### config.mk
export PLATFORM = sky130hd
export DESIGN_NAME = flash_status_regs
export DESIGN_NICKNAME = d
export VERILOG_FILES = /design/src/hdl/flash_status_pkg.sv /design/src/hdl/sector_address_map.sv /design/src/hdl/flash_status_regs.sv
export VERILOG_INCLUDE_DIRS = /design/src /design/src/hdl
export SDC_FILE = /design/constraint.sdc
export NUM_CORES = 1
export LEC_CHECK = 0
export ABC_AREA = 1
export BUFFER_PORTS_ARGS = -buffer_cell sky130_fd_sc_hd__clkbuf_2
export CAP_MARGIN = 10
export CORE_UTILIZATION = 49
export DETAILED_ROUTE_END_ITERATION = 6
export GPL_ROUTABILITY_DRIVEN = 0
export GPL_TIMING_DRIVEN = 0
export PLACE_DENSITY = 0.9
export REMOVE_ABC_BUFFERS = 1
export SLEW_MARGIN = 10
export SYNTH_ARGS = -nofsm -noshare
export SYNTH_HDL_FRONTEND = slang
export SYNTH_SLANG_ARGS = --single-unit
### constraint.sdc
create_clock -name sys_clk_i -period 2.3 [get_ports sys_clk_i]
set_clock_uncertainty 0.2 [all_clocks]
set_input_delay 0.46 -clock sys_clk_i [delete_from_list [all_inputs] [get_ports sys_clk_i]]
set_output_delay 0.46 -clock sys_clk_i [all_outputs]
set_load 0.01 [all_outputs]
### src/hdl/flash_status_params.svh
`ifndef FLASH_STATUS_PARAMS_SVH
`define FLASH_STATUS_PARAMS_SVH

// status register bit positions
`define SR_BUSY_BIT 3'd0
`define SR_LATCH_BIT 3'd1
`define SR_BP_LSB 3'd2
`define SR_BP_MSB 3'd5
`define SR_QUAD_BIT 3'd6
`define SR_LOCK_BIT 3'd7
`define SR_RESET_VAL 8'h00

// array geometry
`define SECTOR_SHIFT 5'd12
`define SECTOR_LAST 21'h000fff
`define SMALL_BLOCK_SHIFT 5'd15
`define LARGE_BLOCK_SHIFT 5'd16
`define ARRAY_TOP 21'h1fffff

// command codes
`define CMD_WRITE_STATUS 8'h01
`define CMD_READ_STATUS 8'h05
`define CMD_WRITE_ENABLE 8'h06
`define CMD_WRITE_DISABLE 8'h04
`define CMD_CHIP_ERASE 8'hc7
`define CMD_CHIP_ERASE_ALT 8'h60
`define CMD_PAGE_PROGRAM 8'h02
`define CMD_SECTOR_ERASE 8'h20
`define CMD_SMALL_BLOCK_ERASE 8'h52
`define CMD_LARGE_BLOCK_ERASE 8'hd8

// busy time of a non-volatile write, in cycles (arbitrary plain default)
`define NV_BUSY_CYCLES 16'd100

`endif

### src/hdl/flash_status_pkg.sv
package flash_status_pkg;
    typedef enum logic [1:0] {
        ST_IDLE = 2'b00,
        ST_BUSY = 2'b01
    } op_state_e;

    typedef enum logic [2:0] {
        OP_NONE = 3'b000,
        OP_STATUS = 3'b001,
        OP_PROGRAM = 3'b010,
        OP_ERASE = 3'b011,
        OP_CHIP = 3'b100
    } op_kind_e;
endpackage : flash_status_pkg

### src/hdl/sector_address_map.sv
`timescale 1ns/1ps
`default_nettype none
`include "flash_status_params.svh"

// ****************************************************************
// address decomposition into sector and block numbers
// ****************************************************************
module sector_address_map (
    input wire logic sys_clk_i,
    input wire logic rst_n_i,
    input wire logic [20:0] addr_i,
    output logic [8:0] sector_o,
    output logic [5:0] small_block_o,
    output logic [4:0] large_block_o,
    output logic [20:0] sector_base_o,
    output logic [20:0] sector_end_o
);
    // registered so that top outputs come straight from flops
    always_ff @(posedge sys_clk_i or negedge rst_n_i) begin
        if (!rst_n_i) begin
            sector_o <= 9'h000;
            small_block_o <= 6'h00;
            large_block_o <= 5'h00;
            sector_base_o <= 21'h000000;
            sector_end_o <= 21'h000000;
        end else begin
            sector_o <= addr_i[20:12];
            small_block_o <= addr_i[20:15];
            large_block_o <= addr_i[20:16];
            sector_base_o <= {addr_i[20:12], 12'h000};
            sector_end_o <= {addr_i[20:12], 12'h000} | `SECTOR_LAST;
        end
    end
endmodule : sector_address_map
`default_nettype wire

### src/hdl/flash_status_regs.sv
`timescale 1ns/1ps
`default_nettype none
`include "flash_status_params.svh"

module flash_status_regs
    import flash_status_pkg::*;
(
    input wire logic sys_clk_i,
    input wire logic rst_n_i,
    input wire logic cmd_valid_i,
    input wire logic [7:0] cmd_code_i,
    input wire logic [7:0] cmd_data_i,
    input wire logic [20:0] cmd_addr_i,
    input wire logic write_protect_n_i,
    output logic [7:0] read_data_o,
    output logic read_valid_o,
    output logic cmd_ignored_o,
    output logic quad_enable_o,
    output logic busy_o,
    output logic [8:0] sector_o,
    output logic [5:0] small_block_o,
    output logic [4:0] large_block_o,
    output logic [20:0] sector_base_o,
    output logic [20:0] sector_end_o
);
    // ****************************************************************
    // state
    // ****************************************************************
    op_state_e state_q;
    op_kind_e op_q;
    logic [15:0] busy_cnt_q;
    logic write_in_progress_flag_q;
    logic write_enable_latch_q;
    logic [3:0] block_protect_q;
    logic quad_enable_q;
    logic status_write_lock_q;
    logic [7:0] pending_q;
    logic [7:0] status_byte;
    logic is_status_wr, is_prog, is_erase, is_chip, start_ok;
    logic locked, op_done, is_modify, accept;

    // full status byte, msb first as packed
    assign status_byte = {status_write_lock_q, quad_enable_q,
                          block_protect_q, write_enable_latch_q,
                          write_in_progress_flag_q};

    // command decode
    assign is_status_wr = cmd_valid_i && (cmd_code_i == `CMD_WRITE_STATUS);
    assign is_prog = cmd_valid_i && (cmd_code_i == `CMD_PAGE_PROGRAM);
    assign is_erase = cmd_valid_i && ((cmd_code_i == `CMD_SECTOR_ERASE) ||
        (cmd_code_i == `CMD_SMALL_BLOCK_ERASE) ||
        (cmd_code_i == `CMD_LARGE_BLOCK_ERASE));
    assign is_chip = cmd_valid_i && ((cmd_code_i == `CMD_CHIP_ERASE) ||
        (cmd_code_i == `CMD_CHIP_ERASE_ALT));
    assign locked = status_write_lock_q && !write_protect_n_i;
    // a modifying op needs the latch and an idle device
    assign start_ok = (state_q == ST_IDLE) && write_enable_latch_q;
    assign op_done = (state_q == ST_BUSY) && (busy_cnt_q == 16'h0001);
    // one accept term feeds both the sequencer and the refusal pulse,
    // so the two can never disagree about a command
    assign is_modify = is_status_wr || is_prog || is_erase || is_chip;
    assign accept = start_ok && ((is_status_wr && !locked) || is_prog ||
        is_erase || (is_chip && block_protect_q == 4'h0));

    // ****************************************************************
    // operation sequencer
    // ****************************************************************
    // busy flag tracks the sequencer; no external write path exists
    always_ff @(posedge sys_clk_i or negedge rst_n_i) begin
        if (!rst_n_i) begin
            state_q <= ST_IDLE;
            op_q <= OP_NONE;
            busy_cnt_q <= 16'h0000;
            write_in_progress_flag_q <= 1'b0;
            pending_q <= 8'h00;
        end else begin
            case (state_q)
                ST_IDLE: begin
                    if (accept) begin
                        state_q <= ST_BUSY;
                        busy_cnt_q <= `NV_BUSY_CYCLES;
                        write_in_progress_flag_q <= 1'b1;
                        pending_q <= cmd_data_i;
                        if (is_status_wr) begin
                            op_q <= OP_STATUS;
                        end else if (is_prog) begin
                            op_q <= OP_PROGRAM;
                        end else if (is_erase) begin
                            op_q <= OP_ERASE;
                        end else begin
                            op_q <= OP_CHIP;
                        end
                    end
                end
                ST_BUSY: begin
                    busy_cnt_q <= busy_cnt_q - 16'h0001;
                    if (op_done) begin
                        state_q <= ST_IDLE;
                        op_q <= OP_NONE;
                        write_in_progress_flag_q <= 1'b0;
                    end
                end
                default: begin
                    state_q <= ST_IDLE;
                end
            endcase
        end
    end

    // ****************************************************************
    // non-volatile bits
    // ****************************************************************
    // committed only at the end of an accepted status write, so a lost
    // operation never leaves half-updated protection
    always_ff @(posedge sys_clk_i or negedge rst_n_i) begin
        if (!rst_n_i) begin
            block_protect_q <= 4'h0;
            quad_enable_q <= 1'b0;
            status_write_lock_q <= 1'b0;
        end else if (op_done && op_q == OP_STATUS) begin
            block_protect_q <= pending_q[5:2];
            quad_enable_q <= pending_q[6];
            status_write_lock_q <= pending_q[7];
        end
    end

    // ****************************************************************
    // write enable latch
    // ****************************************************************
    // completion clear takes priority over an enable in the same cycle
    always_ff @(posedge sys_clk_i or negedge rst_n_i) begin
        if (!rst_n_i) begin
            write_enable_latch_q <= 1'b0;
        end else if (op_done) begin
            write_enable_latch_q <= 1'b0;
        end else if (cmd_valid_i && cmd_code_i == `CMD_WRITE_DISABLE) begin
            write_enable_latch_q <= 1'b0;
        end else if (cmd_valid_i && cmd_code_i == `CMD_WRITE_ENABLE) begin
            write_enable_latch_q <= 1'b1;
        end
    end

    // ****************************************************************
    // read port and flags
    // ****************************************************************
    always_ff @(posedge sys_clk_i or negedge rst_n_i) begin
        if (!rst_n_i) begin
            read_data_o <= 8'h00;
            read_valid_o <= 1'b0;
            cmd_ignored_o <= 1'b0;
            quad_enable_o <= 1'b0;
            busy_o <= 1'b0;
        end else begin
            read_valid_o <= cmd_valid_i &&
                (cmd_code_i == `CMD_READ_STATUS);
            if (cmd_valid_i && cmd_code_i == `CMD_READ_STATUS) begin
                read_data_o <= status_byte;
            end
            // pulse when a modifying command is dropped
            cmd_ignored_o <= is_modify && !accept;
            quad_enable_o <= quad_enable_q;
            busy_o <= write_in_progress_flag_q;
        end
    end

    // ****************************************************************
    // address map
    // ****************************************************************
    sector_address_map u_map (
        .sys_clk_i(sys_clk_i),
        .rst_n_i(rst_n_i),
        .addr_i(cmd_addr_i),
        .sector_o(sector_o),
        .small_block_o(small_block_o),
        .large_block_o(large_block_o),
        .sector_base_o(sector_base_o),
        .sector_end_o(sector_end_o)
    );

    // ****************************************************************
    // checks
    // ****************************************************************
    // the finishing cycle is left out: busy legally drops right after it
    busy_readonly_a: assert property (
        @(posedge sys_clk_i) disable iff (!rst_n_i)
        is_status_wr && state_q == ST_BUSY && !op_done
        |=> write_in_progress_flag_q)
        else $error("busy flag disturbed by status write");
    busy_start_a: assert property (
        @(posedge sys_clk_i) disable iff (!rst_n_i)
        is_prog && start_ok |=> write_in_progress_flag_q)
        else $error("accepted program did not set busy");
    busy_end_a: assert property (
        @(posedge sys_clk_i) disable iff (!rst_n_i)
        op_done |=> !write_in_progress_flag_q && !write_enable_latch_q)
        else $error("completion did not clear busy and latch");
    // a restart would reload the busy counter instead of counting down
    no_start_a: assert property (
        @(posedge sys_clk_i) disable iff (!rst_n_i)
        state_q == ST_BUSY && is_modify
        |=> busy_cnt_q == $past(busy_cnt_q) - 16'h0001)
        else $error("operation started while busy");
    chip_guard_a: assert property (
        @(posedge sys_clk_i) disable iff (!rst_n_i)
        is_chip && block_protect_q != 4'h0 |=> cmd_ignored_o)
        else $error("chip erase not ignored while protected");
    lock_guard_a: assert property (
        @(posedge sys_clk_i) disable iff (!rst_n_i)
        is_status_wr && locked |=> cmd_ignored_o)
        else $error("locked status write accepted");
    nv_stable_a: assert property (
        @(posedge sys_clk_i) disable iff (!rst_n_i)
        !(op_done && op_q == OP_STATUS) |=> $stable(block_protect_q))
        else $error("protect bits changed outside status write");
    read_back_a: assert property (
        @(posedge sys_clk_i) disable iff (!rst_n_i)
        cmd_valid_i && cmd_code_i == `CMD_READ_STATUS
        |=> read_valid_o && read_data_o == $past(status_byte))
        else $error("status read mismatch");
    busy_len_a: assert property (
        @(posedge sys_clk_i) disable iff (!rst_n_i)
        $rose(write_in_progress_flag_q) |-> write_in_progress_flag_q[*8])
        else $error("busy dropped too early");
endmodule : flash_status_regs
`default_nettype wire

# [Word-level counts from Yosys, hierarchy flattened]
# Index checks and enable logic that the tools add are counted.
[totals] regBits=90 in_bits=41 out_inout_bits=74 word_cells=86
[op_classes] n_eq_ne=15 muxes=17 n_reduce_logical=35 addsub=1
[op_table] cell="16-bit case mux with 2 select lines" count=1
[op_table] cell="8-bit by 3-bit equality test with 1-bit output, second input constant" count=3
[op_table] cell="16-bit by 1-bit equality test with 1-bit output, second input constant" count=1
[op_table] cell="8-bit by 7-bit equality test with 1-bit output, second input constant" count=2
[op_table] cell="8-bit equality test, second input constant" count=2
[op_table] cell="16-bit two-way mux" count=1
[op_table] cell="16-bit by 1-bit subtractor with 16-bit output, second input constant" count=1
[op_table] cell="1-bit logical AND" count=15
[op_table] cell="3-bit two-way mux" count=5
[op_table] cell="1-bit logical OR" count=9
[op_table] cell="8-bit by 1-bit equality test with 1-bit output, second input constant" count=1
[op_table] cell="8-bit by 2-bit equality test with 1-bit output, second input constant" count=1
[op_table] cell="8-bit by 6-bit equality test with 1-bit output, second input constant" count=1
[op_table] cell="3-bit case mux with 2 select lines" count=1
[op_table] cell="2-bit AND reduction" count=3
[op_table] cell="1-bit two-way mux" count=5
[op_table] cell="4-bit logical NOT" count=1
[op_table] cell="2-bit two-way mux" count=2
[op_table] cell="2-bit inequality test, second input constant" count=2
[op_table] cell="2-bit case mux with 2 select lines" count=1
[op_table] cell="3-bit by 1-bit equality test with 1-bit output, second input constant" count=1
[op_table] cell="1-bit logical NOT" count=3
[op_table] cell="3-bit AND reduction" count=1
[op_table] cell="3-bit nonzero test" count=1
[op_table] cell="other kinds (4)" count=4

# [Logic depth before layout (Yosys ltp)]
[depth] depth_word=10 depth_mapped=13 depth_no_buf=12

# [Hierarchy]
# Synthesis repeated with hierarchy kept, for this count alone.
[hier_totals] cells_unflattened=363 hier_area_um2=3037.9
[modules_own_cells] module="flash_status_regs" instances=1 area_per_inst_um2=2389.8 cells_per_inst=299 seq_area_each_um2=1126.1
[modules_own_cells] module="sector_address_map" instances=1 area_per_inst_um2=648.1 cells_per_inst=64 seq_area_each_um2=250.2

# [Least setup slack after synthesis]
# OpenSTA, ideal clock, no wires.
[synth_timing] path_type="input to register" from="in cmd_code_i[3]" to="reg op_q[1]" stages=11 t_arrival_ns=1.379 path_buffers=1 slack_ns=0.605 t_required_ns=1.983 setup_ns=0.117 cell_sequence="inv_1 nand2_2 nor2_1 nand2_1 nand3_1 nand2_1 nand3_4 nand2_4 buf_6 nand3_1 nand2_1"
[synth_between] elab_chain_len=9 elab_cells_between_ends=27 classes_between="eq/ne (8); mux (5); reduce/logical (14)"
[synth_lines] element="start, declared" line="flash_status_regs.sv:11" rtl="input wire logic [7:0] cmd_code_i,"
[synth_lines] element="8-bit by 6-bit equality test with 1-bit output (no line) (tied with other cells)"
[synth_lines] element="1-bit logical OR or 1-bit logical AND (tied branches)" line="flash_status_regs.sv:50, flash_status_regs.sv:48"
[synth_lines] element="1-bit logical OR or 1-bit logical AND (tied branches)" line="flash_status_regs.sv:50, flash_status_regs.sv:62"
[synth_lines] element="1-bit logical AND or 1-bit logical OR (tied branches)" line="flash_status_regs.sv:50, flash_status_regs.sv:62"
[synth_lines] element="3-bit two-way mux or 1-bit logical OR (tied branches)" line="flash_status_regs.sv:88, flash_status_regs.sv:62"
[synth_lines] element="3-bit two-way mux or 1-bit logical OR (tied branches)" line="flash_status_regs.sv:86, flash_status_regs.sv:63"
[synth_lines] element="3-bit two-way mux or 1-bit logical AND (tied branches)" line="flash_status_regs.sv:84, flash_status_regs.sv:62"
[synth_lines] element="3-bit two-way mux or 2-bit inequality test (tied branches)"
[synth_lines] element="3-bit case mux with 2 select lines or 3-bit AND reduction (tied branches)"
[synth_lines] element="end signal, assigned" line="flash_status_regs.sv:85" rtl="op_q <= OP_STATUS;"
[synth_lines] element="end signal, assigned" line="flash_status_regs.sv:87" rtl="op_q <= OP_PROGRAM;"
[synth_lines] element="end signal, assigned" line="flash_status_regs.sv:89" rtl="op_q <= OP_ERASE;"
[synth_lines] element="end, declared" line="flash_status_regs.sv:30" rtl="op_kind_e op_q;"
# Several ways; a longest one is shown, not always the timed one. The select of a mux whose other input is x is not followed.
# A chain may end at the register's enable or synchronous reset.

==> qor.json <==
{
  "status": {
    "run_status": "finished clean"
  },
  "cts": {
    "cts_inserted_buffers": 5,
    "cts.sinks": 55,
    "htreeDepth": 2,
    "clk_latency_ns": 0.31,
    "clk_path_buf_depth": 2,
    "clk_root_buffer_cell": "clkbuf_8",
    "hold_buffers": 0,
    "tritoncts": "yes",
    "clkSlewWorstSetupHoldPaths_ns": 0.10
  },
  "timing": {
    "maxClockFrequency_mhz": 471.6,
    "finalHoldViolCount": 0,
    "report.final.setup_viol": 0,
    "worst-slew-pin-transition_ns": 0.7259,
    "maxSlewHeadroom": 0.5161,
    "final_period_minus_worst_setup_slack_ns": 2.121,
    "fin_crit_sh": 0.9220,
    "post-route-worst-setup-slack_ns": 0.1794,
    "slew_viol_final": 0,
    "rsz0062_at_grt": "false"
  },
  "grt": {
    "grt_use_total": 0.1796,
    "grt_overflow": 0,
    "grt_antenna_before_repair": 0,
    "number_of_global_route_vias_before_repair": 2084,
    "grt_max_degree": 56,
    "global_route_wire_length_before_repair_mm": 8.921
  },
  "synth": {
    "syn_area_sq_um": 3009,
    "synth.top_cell.area_share": 0.4574,
    "yosysWarnings": 0,
    "yosys-mux-area-fraction": 0,
    "synth_simple_gate_area_frac": 0.2636,
    "synth_fa_ha_area_frac": 0.008316,
    "instance_count_of_the_mapped_netlist": 361,
    "synth.cells.most_frequent": "85 x nand2_1, 55 x dfrtp_1, 54 x buf_4, 35 x inv_1, 34 x nand3_1",
    "syn_avg_cell_area_sq_um": 8.336,
    "yosysTopAreaCell": "dfrtp_1",
    "yosys_register_bits": 55,
    "synthFlopType": "dfrtp_1",
    "synth-seq-area-share": 0.4574,
    "edff_count_synth": 0,
    "synth_compound_gate_area_share": 0.05780,
    "synth_area_leaders": "dfrtp_1 46%, buf_4 13%, nand2_1 11%",
    "post_synth_num_cell_types": 35,
    "dominant_combinational_cell_family_by_area_after_synthesis": "simple AND/OR/NAND/NOR gates",
    "yosys.cell_count.top_type": "nand2_1",
    "synth_xor_area_frac": 0.01746,
    "synthArstFlopShare": 1.000
  },
  "layout": {
    "seq_area_sq_um": 1376,
    "antenna_cells": 0,
    "multi_input_area_sq_um": 1096,
    "num-fill-cells": 496,
    "post_route_cells_drive_above_1_share": 0.3007,
    "areaGrowthSynthToFinish_pct": 7.775,
    "nNetsFinal": 451
  },
  "detailed_routing": {
    "vias": 2343,
    "post_drt_wl_per_cell_um": 11.55,
    "drt_iter0_markers": 103,
    "drt_wl_total_mm": 5.592,
    "first_pass_iters": 4,
    "drt_drc_violations_left": 0,
    "drt.antenna.violating_nets": 0,
    "routed_vias_inst": 4.841
  },
  "floorplan": {
    "fp-row-count": 28,
    "design.die.area_sq_um": 6459,
    "floorplan.io_pins": 115,
    "core_area_sq_um": 5921,
    "die-height_um": 80.37,
    "floorplan.die.width_um": 80.37,
    "initial_core_util": 0.5082
  },
  "setup_path": {
    "worst_setup_path_start_kind": "register",
    "regToRegEndpoint": "busy_cnt_q[3]",
    "timing.critical_path.fanout_max": 22,
    "end_kind": "register",
    "r2r.worst_path.cells": 3,
    "timing.critical_path.required_ns": 2.31,
    "worstSetupPathType": "reg -> reg",
    "r2r_slack_ns": 0.18,
    "worst-endpoint-arrival_ns": 2.13,
    "worstReg2RegStart": "write_in_progress_flag_q"
  },
  "placement": {
    "place.port_buffers": 88,
    "detailedPlace.worstSlack_ns": -0.1048,
    "detailed_place_hpwl_mm": 4.143
  },
  "power": {
    "power_leakage_uw": 0.001756,
    "totalPowerFinal_uw": 1683,
    "power-per-cell-area_nw_per_um2": 519.1,
    "ir_drop_mv": 0.3216
  },
  "min_path": {
    "holdCritPathClass": "in -> async"
  },
  "job": {
    "drv_cap": 0
  }
}
==> registers in the layout, summed over array words and instances, names as in the netlist <==
| name | count |
|---|---|
| busy_cnt_q | 16 |
| read_data_o | 8 |
| pending_q | 6 |
| u_map.sector_end_o | 5 |
| block_protect_q | 4 |
| u_map.large_block_o | 4 |
| op_q | 3 |
| busy_o | 1 |
| cmd_ignored_o | 1 |
| quad_enable_o | 1 |
| quad_enable_q | 1 |
| read_valid_o | 1 |
| status_write_lock_q | 1 |
| u_map.sector_base_o | 1 |
| write_enable_latch_q | 1 |
| write_in_progress_flag_q | 1 |
==> layout make-up <==
| type | instances | share of cell area |
|---|---|---|
| repair buffers | 89 | 0.1389 |
| inverters | 36 | 0.04167 |
| well taps | 75 | 0.02894 |
| flip-flops and latches | 55 | 0.4244 |
| multi-input cells | 221 | 0.3380 |
| clock buffers | 5 | 0.02122 |
| clock inverters | 3 | 0.006944 |
==> where the power goes <==
group | leakage, uW | internal [uW] | switching (uW)
clock | 0.0000485 | 219 | 322
sequential | 0.000678 | 979 | 12.8
combinational | 0.00103 | 54.1 | 97.7
total | 0.00176 | 1250 | 432
==> cells in the final DEF (no fill, tap or decap), types with 2 or more instances in the layout <==
master | netlist | routed
conb_1 | 2 | 13
a21oi_1 | 8 | 8
o211ai_1 | 2 | 2
nand2_1 | 85 | 85
xor2_1 | 5 | 5
clkbuf_8 | 0 | 5
or2_2 | 4 | 4
nand3_1 | 34 | 34
nor3_1 | 4 | 4
clkbuf_2 | 0 | 87
dfrtp_1 | 55 | 55
nor2_1 | 26 | 25
nand2_2 | 4 | 4
nor2_2 | 4 | 5
inv_1 | 35 | 35
o21ai_2 | 6 | 6
nand4_1 | 3 | 3
a22oi_1 | 2 | 2
o21ai_0 | 7 | 7
ha_1 | 2 | 2
==> worst max-delay path by stage <==
stage / start / end / slack (ns) / cells after the start
6_report: write_in_progress_flag_q / busy_cnt_q[3] / 0.18 / 3
3_3_place_gp: write_in_progress_flag_q / busy_cnt_q[3] / -0.12 / 3
4_1_cts: write_in_progress_flag_q / block_protect_q[0] / 0.06 / 5
5_1_grt: write_in_progress_flag_q / op_q[0] / 0.06 / 4
3_5_place_dp: write_in_progress_flag_q / busy_cnt_q[3] / -0.10 / 3
2_1_floorplan: write_in_progress_flag_q / busy_cnt_q[3] / 0.39 / 3
==> critical path, stage by stage (launching register included) <==
cell and delay, ns:
dfrtp_1 0.61, nor2_2 0.67, nand2_4 0.30, and3_1 0.23
==> metal layers <==
metal	GRT usage	up-vias	wire length [um]
met1	0.1928	1074	2229
met4	0.05179	0	69
met2	0.3415	97	2914
li1	-	1164	-
met3	0.04545	8	379
met5	0	-	0
==> per-stage QoR <==
| stage | util | std cells | setup TNS, ns | hold slack [ns] | area (sq um) |
|---|---|---|---|---|---|
| 3_5_place_dp | 0.5306 | 475 | -1.184 | 0.1960 | 3142 |
| 2_1_floorplan | - | 312 | 0 | -0.03559 | 2605 |
| 5_1_grt | 0.5478 | 484 | 0 | 0.03127 | 3243 |
| 6_report | 0.5478 | 484 | 0 | 0.02889 | 3243 |
| 4_1_cts | 0.5465 | 483 | 0 | 0.03854 | 3236 |
| 3_3_place_gp | 0.5302 | 475 | -1.263 | 0.1878 | 3139 |
==> kinds of logic after synthesis <==
group                      count (synthesis)
AOI/OAI and AO/OA                         27
adders and majority gates                  2
DFF                                       55
other                                      2
and+or+nand+nor                          173
xor gates and xnor gates                   6
buffers and inverters                     96
==> timing repair <==
item	in CTS	in global routing
setup buffers	0	1
resized for setup	1	0
setup endpoints to repair	18	6
pin swaps	0	1
Power figures use the tool's default switching activity.
